$ cat src/logic/pcm_map.svh
// Purpose: offsets, field positions, widths and reset values of the mirror
// Assumes: 32-bit APB data, one aligned word per register
// Notes:   included by the mirror bank and its package users
`ifndef PCM_MAP_SVH
`define PCM_MAP_SVH

// apb address width and register byte offsets
`define PCM_ADDR_W          12
`define PCM_OFF_PREF_LIM    12'h000
`define PCM_OFF_PM_CS       12'h004
`define PCM_OFF_MSIX_CTRL   12'h008
`define PCM_OFF_MSI_CTRL    12'h00C
`define PCM_OFF_TC_VC_MAP   12'h010
`define PCM_OFF_MSI_DATA    12'h014
`define PCM_OFF_BUS_DEV     12'h018
`define PCM_OFF_LTSSM       12'h01C
`define PCM_OFF_LOOKUP_SEL  12'h020
`define PCM_OFF_LOOKUP_VC   12'h024
`define PCM_OFF_CHANGED     12'h028
`define PCM_OFF_MODE        12'h02C

// field widths
`define PCM_PREF_LIM_W      12
`define PCM_PM_CS_W         32
`define PCM_MSG_CTRL_W      16
`define PCM_TC_VC_MAP_W     24
`define PCM_MSI_DATA_W      16
`define PCM_BUS_DEV_W       13
`define PCM_LTSSM_W         5
`define PCM_VC_W            3
`define PCM_TC_W            3
`define PCM_NUM_MIRRORS     8

// field positions
`define PCM_PM_CTRL_LSB     16
`define PCM_PM_CTRL_MSB     31
`define PCM_PM_STAT_LSB     0
`define PCM_PM_STAT_MSB     15
`define PCM_BUS_NUM_LSB     5
`define PCM_BUS_NUM_MSB     12
`define PCM_DEV_NUM_LSB     0
`define PCM_DEV_NUM_MSB     4
`define PCM_TC0_LSB         0
`define PCM_TC0_MSB         2

// change flag bit positions in the changed register
`define PCM_CHG_PREF_LIM    0
`define PCM_CHG_PM_CS       1
`define PCM_CHG_MSIX_CTRL   2
`define PCM_CHG_MSI_CTRL    3
`define PCM_CHG_TC_VC_MAP   4
`define PCM_CHG_MSI_DATA    5
`define PCM_CHG_BUS_DEV     6
`define PCM_CHG_LTSSM       7

// reset values
`define PCM_RST_MIRROR      32'h0000_0000
`define PCM_RST_LOOKUP_SEL  3'h0
`define PCM_RST_CHANGED     8'h00

`endif

$ cat src/logic/pcm_pkg.sv
// Purpose: shared types of the configuration mirror bank
// Assumes: constants live in pcm_map.svh
// Notes:   types only
`include "pcm_map.svh"

package pcm_pkg;

  // apb byte address
  typedef logic [`PCM_ADDR_W-1:0]      pcm_addr_t;
  // one virtual channel number and one traffic class number
  typedef logic [`PCM_VC_W-1:0]        pcm_vc_t;
  typedef logic [`PCM_TC_W-1:0]        pcm_tc_t;
  // sticky change flags, one per mirrored value
  typedef logic [`PCM_NUM_MIRRORS-1:0] pcm_chg_t;
  // port mode of the core
  typedef enum logic [0:0] {
    PCM_MODE_ENDPOINT  = 1'b0,
    PCM_MODE_ROOT_PORT = 1'b1
  } pcm_mode_t;

endpackage : pcm_pkg

$ cat src/logic/pcm_bank.sv
// Purpose: APB bank of read-only mirrors of configuration-space values
// Assumes: core values arrive on i_mclk; APB slave with zero wait states
// Notes:   mirrors trail the core by one cycle; a read shows the value
//          held at its setup edge, so software sees at most two cycles
//          of lag; writes to any mirror are refused with pslverr
`timescale 1ns/1ps
`default_nettype none

`include "pcm_map.svh"

module pcm_bank
  import pcm_pkg::*;
(
  // clock and reset
  input  wire logic                         i_mclk,
  input  wire logic                         i_rst_n,
  // apb slave
  input  wire logic                         i_psel,
  input  wire logic                         i_penable,
  input  wire logic                         i_pwrite,
  input  wire logic [`PCM_ADDR_W-1:0]       i_paddr,
  input  wire logic [31:0]                  i_pwdata,
  input  wire logic [3:0]                   i_pstrb,
  output logic      [31:0]                  o_prdata,
  output logic                              o_pready,
  output logic                              o_pslverr,
  // core port mode, high for root port
  input  wire logic                         i_root_port,
  // configuration values from the core
  input  wire logic [`PCM_PREF_LIM_W-1:0]   i_prefetch_limit_upper,
  input  wire logic [`PCM_PM_CS_W-1:0]      i_power_mgmt_ctrl_status,
  input  wire logic [`PCM_MSG_CTRL_W-1:0]   i_msix_message_control,
  input  wire logic [`PCM_MSG_CTRL_W-1:0]   i_msi_message_control,
  input  wire logic [`PCM_TC_VC_MAP_W-1:0]  i_traffic_class_channel_map,
  input  wire logic [`PCM_MSI_DATA_W-1:0]   i_msi_message_data,
  input  wire logic [`PCM_BUS_DEV_W-1:0]    i_bus_device_number,
  input  wire logic [`PCM_LTSSM_W-1:0]      i_link_training_state,
  // mirrored values to application logic
  output logic      [`PCM_PREF_LIM_W-1:0]   o_prefetch_limit_upper,
  output logic      [`PCM_PM_CS_W-1:0]      o_power_mgmt_ctrl_status,
  output logic      [`PCM_MSG_CTRL_W-1:0]   o_msix_message_control,
  output logic      [`PCM_MSG_CTRL_W-1:0]   o_msi_message_control,
  output logic      [`PCM_TC_VC_MAP_W-1:0]  o_traffic_class_channel_map,
  output logic      [`PCM_MSI_DATA_W-1:0]   o_msi_message_data,
  output logic      [`PCM_BUS_DEV_W-1:0]    o_bus_device_number,
  output logic      [`PCM_LTSSM_W-1:0]      o_link_training_state
);

  ////////////////////////////////////////////////////////////////////////////
  // mirror stages

  // sources after the mode and class-zero fixes, then the held copies
  logic [`PCM_PREF_LIM_W-1:0]  pref_src;
  logic [`PCM_TC_VC_MAP_W-1:0] map_src;
  logic [`PCM_PREF_LIM_W-1:0]  pref_q;
  logic [`PCM_PM_CS_W-1:0]     pm_q;
  logic [`PCM_MSG_CTRL_W-1:0]  msix_q;
  logic [`PCM_MSG_CTRL_W-1:0]  msi_q;
  logic [`PCM_TC_VC_MAP_W-1:0] map_q;
  logic [`PCM_MSI_DATA_W-1:0]  data_q;
  logic [`PCM_BUS_DEV_W-1:0]   busdev_q;
  logic [`PCM_LTSSM_W-1:0]     ltssm_q;
  pcm_chg_t                    chg_pulse;
  pcm_mode_t                   mode;

  // the mode pin is core logic on this clock, so it is used directly
  assign mode = pcm_mode_t'(i_root_port);

  // endpoint cores have no bridge header, so the limit is held at zero
  assign pref_src = (mode == PCM_MODE_ROOT_PORT) ?
                    i_prefetch_limit_upper : '0;

  // class zero maps to channel zero whatever the core drives
  assign map_src = {i_traffic_class_channel_map[`PCM_TC_VC_MAP_W-1:
                                                `PCM_TC0_MSB+1],
                    3'h0};

  // each change pulse lands on its own bit of the changed register, so
  // the indices below must follow the bit order of that register

  // prefetchable limit upper bits
  pcm_mirror #(.W(`PCM_PREF_LIM_W)) u_pref (
    .i_mclk    (i_mclk),
    .i_rst_n   (i_rst_n),
    .i_value   (pref_src),
    .o_value   (pref_q),
    .o_changed (chg_pulse[`PCM_CHG_PREF_LIM])
  );

  // power management control and status word
  pcm_mirror #(.W(`PCM_PM_CS_W)) u_pm (
    .i_mclk    (i_mclk),
    .i_rst_n   (i_rst_n),
    .i_value   (i_power_mgmt_ctrl_status),
    .o_value   (pm_q),
    .o_changed (chg_pulse[`PCM_CHG_PM_CS])
  );

  // msi-x message control
  pcm_mirror #(.W(`PCM_MSG_CTRL_W)) u_msix (
    .i_mclk    (i_mclk),
    .i_rst_n   (i_rst_n),
    .i_value   (i_msix_message_control),
    .o_value   (msix_q),
    .o_changed (chg_pulse[`PCM_CHG_MSIX_CTRL])
  );

  // msi message control
  pcm_mirror #(.W(`PCM_MSG_CTRL_W)) u_msi (
    .i_mclk    (i_mclk),
    .i_rst_n   (i_rst_n),
    .i_value   (i_msi_message_control),
    .o_value   (msi_q),
    .o_changed (chg_pulse[`PCM_CHG_MSI_CTRL])
  );

  // traffic class to channel map
  pcm_mirror #(.W(`PCM_TC_VC_MAP_W)) u_map (
    .i_mclk    (i_mclk),
    .i_rst_n   (i_rst_n),
    .i_value   (map_src),
    .o_value   (map_q),
    .o_changed (chg_pulse[`PCM_CHG_TC_VC_MAP])
  );

  // msi message data
  pcm_mirror #(.W(`PCM_MSI_DATA_W)) u_data (
    .i_mclk    (i_mclk),
    .i_rst_n   (i_rst_n),
    .i_value   (i_msi_message_data),
    .o_value   (data_q),
    .o_changed (chg_pulse[`PCM_CHG_MSI_DATA])
  );

  // bus and device number
  pcm_mirror #(.W(`PCM_BUS_DEV_W)) u_busdev (
    .i_mclk    (i_mclk),
    .i_rst_n   (i_rst_n),
    .i_value   (i_bus_device_number),
    .o_value   (busdev_q),
    .o_changed (chg_pulse[`PCM_CHG_BUS_DEV])
  );

  // link training state, refreshed every cycle
  pcm_mirror #(.W(`PCM_LTSSM_W)) u_ltssm (
    .i_mclk    (i_mclk),
    .i_rst_n   (i_rst_n),
    .i_value   (i_link_training_state),
    .o_value   (ltssm_q),
    .o_changed (chg_pulse[`PCM_CHG_LTSSM])
  );

  // mirrors leave the block straight from their flip-flops
  assign o_prefetch_limit_upper      = pref_q;
  assign o_power_mgmt_ctrl_status    = pm_q;
  assign o_msix_message_control      = msix_q;
  assign o_msi_message_control       = msi_q;
  assign o_traffic_class_channel_map = map_q;
  assign o_msi_message_data          = data_q;
  assign o_bus_device_number         = busdev_q;
  assign o_link_training_state       = ltssm_q;

  ////////////////////////////////////////////////////////////////////////////
  // apb decode

  logic setup_phase;
  logic access_phase;
  logic hit_pref;
  logic hit_pm;
  logic hit_msix;
  logic hit_msi;
  logic hit_map;
  logic hit_data;
  logic hit_busdev;
  logic hit_ltssm;
  logic hit_sel;
  logic hit_vc;
  logic hit_chg;
  logic hit_mode;
  logic hit_ro;
  logic hit_any;
  logic wr_ok;
  logic wr_err;
  logic rd_setup;
  logic wr_sel;
  logic wr_chg;

  // bus phases; read data is captured in the setup cycle
  assign setup_phase  = i_psel & ~i_penable;
  assign access_phase = i_psel & i_penable;
  assign rd_setup     = setup_phase & ~i_pwrite;

  // the full address is compared, so no word has an alias and a
  // misaligned access is simply unmapped
  assign hit_pref   = (i_paddr == `PCM_OFF_PREF_LIM);
  assign hit_pm     = (i_paddr == `PCM_OFF_PM_CS);
  assign hit_msix   = (i_paddr == `PCM_OFF_MSIX_CTRL);
  assign hit_msi    = (i_paddr == `PCM_OFF_MSI_CTRL);
  assign hit_map    = (i_paddr == `PCM_OFF_TC_VC_MAP);
  assign hit_data   = (i_paddr == `PCM_OFF_MSI_DATA);
  assign hit_busdev = (i_paddr == `PCM_OFF_BUS_DEV);
  assign hit_ltssm  = (i_paddr == `PCM_OFF_LTSSM);
  assign hit_sel    = (i_paddr == `PCM_OFF_LOOKUP_SEL);
  assign hit_vc     = (i_paddr == `PCM_OFF_LOOKUP_VC);
  assign hit_chg    = (i_paddr == `PCM_OFF_CHANGED);
  assign hit_mode   = (i_paddr == `PCM_OFF_MODE);

  // mirrors, lookup result and mode cannot be written
  assign hit_ro  = hit_pref | hit_pm | hit_msix | hit_msi | hit_map |
                   hit_data | hit_busdev | hit_ltssm | hit_vc | hit_mode;
  assign hit_any = hit_ro | hit_sel | hit_chg;

  // a write lands only on the two writable words; writes to a mirror
  // are dropped and flagged so software sees its mistake
  assign wr_ok  = access_phase & i_pwrite & (hit_sel | hit_chg);
  assign wr_err = i_pwrite & hit_ro;

  // lane 0 carries both writable fields, so it gates the strobes
  assign wr_sel = wr_ok & hit_sel & i_pstrb[0];
  assign wr_chg = wr_ok & hit_chg & i_pstrb[0];

  ////////////////////////////////////////////////////////////////////////////
  // lookup select and change flags

  pcm_tc_t  lookup_tc;
  pcm_tc_t  next_lookup_tc;
  pcm_vc_t  lookup_vc;
  pcm_chg_t changed;
  pcm_chg_t next_changed;
  pcm_chg_t chg_clear;

  // only byte lane 0 holds the select, so other lanes are ignored
  assign next_lookup_tc = wr_sel ? i_pwdata[`PCM_TC_W-1:0] : lookup_tc;

  // same lookup that packet builders do on the map port; the select is
  // three bits wide, so every class has a field and none is out of range
  assign lookup_vc = map_q[lookup_tc*`PCM_VC_W +: `PCM_VC_W];

  // write one to clear; a change in the same cycle keeps its flag set,
  // so software never loses a change that raced its own clear
  assign chg_clear    = wr_chg ? i_pwdata[`PCM_NUM_MIRRORS-1:0] : '0;
  assign next_changed = (changed & ~chg_clear) | chg_pulse;

  // select and sticky flags, both cleared with the mirrors
  always_ff @(posedge i_mclk) begin
    if (!i_rst_n) begin
      lookup_tc <= `PCM_RST_LOOKUP_SEL;
      changed   <= `PCM_RST_CHANGED;
    end else begin
      lookup_tc <= next_lookup_tc;
      changed   <= next_changed;
    end
  end

  ////////////////////////////////////////////////////////////////////////////
  // read data and response

  logic [31:0] rd_word;
  logic [31:0] next_prdata;
  logic [31:0] rd_pref;
  logic [31:0] rd_pm;
  logic [31:0] rd_msix;
  logic [31:0] rd_msi;
  logic [31:0] rd_map;
  logic [31:0] rd_data;
  logic [31:0] rd_busdev;
  logic [31:0] rd_ltssm;
  logic [31:0] rd_sel;
  logic [31:0] rd_vc;
  logic [31:0] rd_chg;
  logic [31:0] rd_mode;
  logic        err_unmapped;
  logic        err_ro_write;

  // narrow values sit in the low bits, the rest read zero
  assign rd_pref   = {20'h0, pref_q};
  assign rd_pm     = pm_q;
  assign rd_msix   = {16'h0, msix_q};
  assign rd_msi    = {16'h0, msi_q};
  assign rd_map    = {8'h0, map_q};
  assign rd_data   = {16'h0, data_q};
  assign rd_busdev = {19'h0, busdev_q};
  assign rd_ltssm  = {27'h0, ltssm_q};
  assign rd_sel    = {29'h0, lookup_tc};
  assign rd_vc     = {29'h0, lookup_vc};
  assign rd_chg    = {24'h0, changed};
  assign rd_mode   = {31'h0, mode == PCM_MODE_ROOT_PORT};

  // at most one address matches, so the order of the chain is free;
  // an unmapped address falls through to zero
  assign rd_word =
    hit_pref   ? rd_pref   :
    hit_pm     ? rd_pm     :
    hit_msix   ? rd_msix   :
    hit_msi    ? rd_msi    :
    hit_map    ? rd_map    :
    hit_data   ? rd_data   :
    hit_busdev ? rd_busdev :
    hit_ltssm  ? rd_ltssm  :
    hit_sel    ? rd_sel    :
    hit_vc     ? rd_vc     :
    hit_chg    ? rd_chg    :
    hit_mode   ? rd_mode   :
                 32'h0000_0000;

  // data is captured in the setup cycle so it comes from a flip-flop
  // in the access cycle; mirrors may move between the two, which is
  // harmless since every read already shows a one-cycle-old value
  assign next_prdata = rd_setup ? rd_word : o_prdata;

  always_ff @(posedge i_mclk) begin
    if (!i_rst_n) begin
      o_prdata <= `PCM_RST_MIRROR;
    end else begin
      o_prdata <= next_prdata;
    end
  end

  // an access to no register, or a write to a read-only word, is
  // answered with an error; the word itself is left untouched
  assign err_unmapped = access_phase & ~hit_any;
  assign err_ro_write = access_phase & wr_err;

  // zero wait states
  assign o_pready  = 1'b1;
  assign o_pslverr = err_unmapped | err_ro_write;

endmodule : pcm_bank

`default_nettype wire

$ cat src/logic/pcm_mirror.sv
// Purpose: one mirrored configuration value with change detection
// Assumes: source value is on i_mclk, so no synchroniser is needed
// Notes:   follows the source one cycle late, clears to zero on reset
`timescale 1ns/1ps
`default_nettype none

module pcm_mirror #(
  parameter int W = 8
) (
  // clock and reset
  input  wire logic         i_mclk,
  input  wire logic         i_rst_n,
  // source value from the core
  input  wire logic [W-1:0] i_value,
  // mirrored value and change pulse
  output logic      [W-1:0] o_value,
  output logic              o_changed
);

  logic [W-1:0] next_value;
  logic         next_changed;

  // compare against the held copy, pulse once per change
  assign next_value   = i_value;
  assign next_changed = (i_value != o_value);

  // capture every cycle so the copy never goes stale
  always_ff @(posedge i_mclk) begin
    if (!i_rst_n) begin
      o_value   <= '0;
      o_changed <= 1'b0;
    end else begin
      o_value   <= next_value;
      o_changed <= next_changed;
    end
  end

endmodule : pcm_mirror

`default_nettype wire

$ cat config.mk
export PLATFORM = sky130hd
export DESIGN_NAME = pcm_bank
export DESIGN_NICKNAME = d
export VERILOG_FILES = /design/src/logic/pcm_pkg.sv /design/src/logic/pcm_bank.sv /design/src/logic/pcm_mirror.sv
export VERILOG_INCLUDE_DIRS = /design/src /design/src/logic
export SDC_FILE = /design/constraint.sdc
export NUM_CORES = 1
export LEC_CHECK = 0
export ABC_CLOCK_PERIOD_IN_PS = 2200
export BUFFER_PORTS_ARGS = -buffer_cell sky130_fd_sc_hd__buf_4
export CORE_MARGIN = 4
export CORE_UTILIZATION = 35
export DETAILED_ROUTE_END_ITERATION = 12
export SYNTH_ARGS = -nofsm -noshare
export SYNTH_HDL_FRONTEND = slang
export SYNTH_SLANG_ARGS = --single-unit
export TNS_END_PERCENT = 5
$ cat constraint.sdc
create_clock -name i_mclk -period 2.2 [get_ports i_mclk]
set_input_delay 0.22 -clock i_mclk [delete_from_list [all_inputs] [get_ports i_mclk]]
set_output_delay 0.22 -clock i_mclk [all_outputs]
set_load 0.02 [all_outputs]
==> summary.md <==
| Metric | Value |
|---|---|
| Status | finished, final reports clean |
| Die height | 165 um |
| Compound-cell area share of the yosys netlist | 16.4% |
| Endpoints failing setup | 0 |
| Number of synthesized register bits | 182 |
| Max-slew headroom | 63.7% |
| Die width | 165 um |
| Top-Level Pins | 356 |
| Worst setup SP type | flip-flop |
| Post-synthesis mux area share | 3.24% |
| RSZ-0062 raised after global routing | false |
| PwrDens | around 620 nW/um^2 |
| Top-area cell type share of the netlist area | 42.3% |
| Post-layout util | 55.0% |
| EDFF count, synth | 0 |
| Clk root buf | clkbuf_16 |
| CTS clk-pin slew, worst paths | 0.08 ns |
| CTS tree | built |
| Pleak | 5.64 nW |
| NetSw | 2.43 mW |
| Simple-gate share of the synthesized area | 22.3% |
| Setup_tns | 0 ns |
| Power share of the clock group | 38.0% |
| Largest family of logic cells by synthesized area | simple AND/OR/NAND/NOR gates |
| Fin crit period | around 2.0 ns |
| Max Cap Viol | 0 |
| Clock sink total | 182 |
| Tcrit/Tclk final | about nine tenths |
| Xor and xnor area share after synthesis | 12.7% |
| WL final | 34.6 mm |
| Final hold violation count | 0 |
| Critical R2R Capture | o_prdata[1] |
| R2R Path Start | lookup_tc[0] |
| Hold EP | u_pm.o_value[27] |
| First-pass GRT wire length | 50.8 mm |
| Pin count of the biggest net entering global routing | 62 |
| Vias | just under 9,000 |
| Critical path arrival | between 2 and 2.5 ns |
| Final net count | roughly 1,600 |
| Commonest non-fill, non-tap cells in the layout | buf_4 (366), dfxtp_1 (182), and2_1 (119) |
| PortBufs | 321 |
| Fin Clk Skew | between 0.01 and 0.015 ns |
| Worst hold-check path type | in -> reg |
| Ranking of synthesized cells by area | dfxtp_1 (42%), and2_1 (8.6%), xnor2_1 (7.7%) |
| Combinational power share | 18.1% |
| WL/cell | 20.4 um |
| Crit Path Max Fanout | 4 |
| Starting Density | 35.5% |
| DRC | 0 |
| R2r setup slk | 0.19 ns |
| Int Power | 5.88 mW |
| Tightest Pin Transition | approximately 0.53 ns |
| Total number of yosys warnings | 0 |
| Final Wtd Congestion | 0.934 |
| Post-place setup slack | 0.0823 ns |
| Fmax | 497 MHz |
| Register area share after synthesis | between 40% and 50% |
| Post-DP HPWL | between 20 and 30 mm |
| Largest area contributor in the netlist | dfxtp_1 |
| Setup repair bufs after CTS | 0 |
| Post-synthesis instance total | 919 |
| DR iter-0 viols | 571 |
| Drt via density | 5.11 |
| Adder-cell share of the synthesized area | 0% |
| Worst vdd ir | 0.419 mV |
| Post-synthesis async set-or-reset flop share | 0% |
| Std-Cell Rows | 57 |
| Sw Share | 29.3% |
| Final ANT Viol Nets | 0 |
| Htree depth | 4 |
| Crit. End Element | flip-flop |
| Hold path depth | 2 |
| Area delta synth->final | 54.7% |
| PnR worst setup slack | 0.189 ns |
| Grt ovf | 0 |
| Skew-Pair Late Insertion Delay | about 0.44 ns |
| CP required | 2.50 ns |
| Fin. max-slew vios | 0 |
| Core area | 24,200 sq um |
| R2R cell count | 5 |
| Initial antenna violation count | 0 |
| Top FF cell, synth | dfxtp_1 |
| Critical path class | reg -> reg |
| Vias in the first global route | 8,574 |
| Yosys cell types | 70 |
| Layout cell share with drive strength beyond 1 | between 30% and 40% |
| Hold path start | i_power_mgmt_ctrl_status[27] |
| Num CTS Buffers | 17 |
| Maximum clock path buffer count | 2 |
| Commonest non-fill, non-tap cell in the layout | buf_4 |
| Synth Area per Inst | 9.38 sq um |
| Gr usage total | 24.6% |
| Flop pwr share | 43.8% |
| ANT cells | 0 |
| Drt pass-1 iters | 5 |
| Die area | 27,200 sq um |
| Mapped Area | 8620 sq um |
==> critical path: stages, from the launching register on <==
cell,delay [ns]
dfxtp_1,0.51
mux2_2,0.40
a221oi_1,0.35
nor3_1,0.09
o311ai_0,0.39
a31oi_1,0.14
==> cells in the mapped netlist (8+ instances only) <==
cell	count
a21boi_0	26
a21oi_1	35
a22oi_1	16
and2_1	119
and3_1	16
buf_2	13
clkbuf_1	38
dfxtp_1	182
mux2i_1	11
nand2_1	47
nand3_1	27
nand4_1	18
nor2_1	26
nor2b_1	10
nor3_1	11
nor4_1	16
o21a_1	9
o21ai_0	32
o22ai_1	8
xnor2_1	76
xor2_1	49
==> flip-flops by register name, summed over array words and instances (netlist names) <==
register / flops
u_msix.o_value: 16
u_busdev.o_changed: 1
u_msi.o_changed: 1
u_msi.o_value: 16
u_data.o_value: 16
u_pm.o_value: 32
u_pref.o_changed: 1
u_ltssm.o_value: 5
u_pref.o_value: 12
u_data.o_changed: 1
changed: 8
u_busdev.o_value: 13
u_msix.o_changed: 1
u_map.o_changed: 1
u_ltssm.o_changed: 1
u_pm.o_changed: 1
lookup_tc: 3
u_map.o_value: 21
o_prdata: 32
==> power by group through the flow <==
stage | combinational [mW] | clock, mW | sequential (mW)
4_1_cts | 1.50 | 3.23 | 3.64
5_1_grt | 1.61 | 3.37 | 3.66
3_5_place_dp | 1.33 | 0 | 3.72
2_1_floorplan | 0.517 | 0 | 3.80
3_3_place_gp | 1.32 | 0 | 3.72
6_report | 1.51 | 3.16 | 3.64
==> cell families after synthesis <==
group,after synthesis
other,2
AOI/OAI and AO/OA,201
DFF,182
xor gates and xnor gates,125
and+or+nand+nor,326
buffers and inverters,61
muxes,22
==> per-layer routing <==
metal	share of wire, %	vias up	global-route usage (%)
met1	43	4118	32.9
met5	0	-	0
met3	7.2	51	5.34
li1	-	4164	-
met4	2.9	0	8.02
met2	47	348	39.8
==> stage by stage <==
stage	hold slack, ns	std cells	total power [mW]	area, sq um
2_1_floorplan	0.342	921	4.32	8630
3_3_place_gp	0.424	1554	5.04	11600
3_5_place_dp	0.432	1554	5.05	11600
4_1_cts	0.0000518	1694	8.36	13300
5_1_grt	0.00148	1699	8.65	13300
6_report	0.0101	1699	8.31	13300
==> repair_timing <==
action	4_1_cts	5_1_grt
endpoints found under the setup margin	0	0
hold buffers	108	5
resized for setup	0	0
endpoints found under the hold margin	108	5
==> area by class of cell <==
| type | count | area [sq um] |
|---|---|---|
| clock buffers | 17 | 425 |
| clock inverters | 15 | 183 |
| fillers | 2233 | 10900 |
| inverters | 1 | 3.75 |
| multi-input cells | 678 | 4730 |
| flip-flops and latches | 182 | 3640 |
| well taps | 324 | 405 |
| repair buffers | 482 | 3940 |
==> how the worst max path moves through the flow <==
stage	startpoint	slack (ns)	end	depth (start not counted)
6_report	lookup_tc[0]	0.19	o_prdata[1]	5
5_1_grt	lookup_tc[0]	0.07	o_prdata[1]	5
4_1_cts	lookup_tc[0]	0.19	o_prdata[1]	5
3_5_place_dp	i_paddr[9]	0.08	changed[1]	6
3_3_place_gp	i_paddr[9]	0.09	o_prdata[7]	8
2_1_floorplan	i_paddr[7]	0.23	changed[0]	6
(Power assumes the default switching activity.)
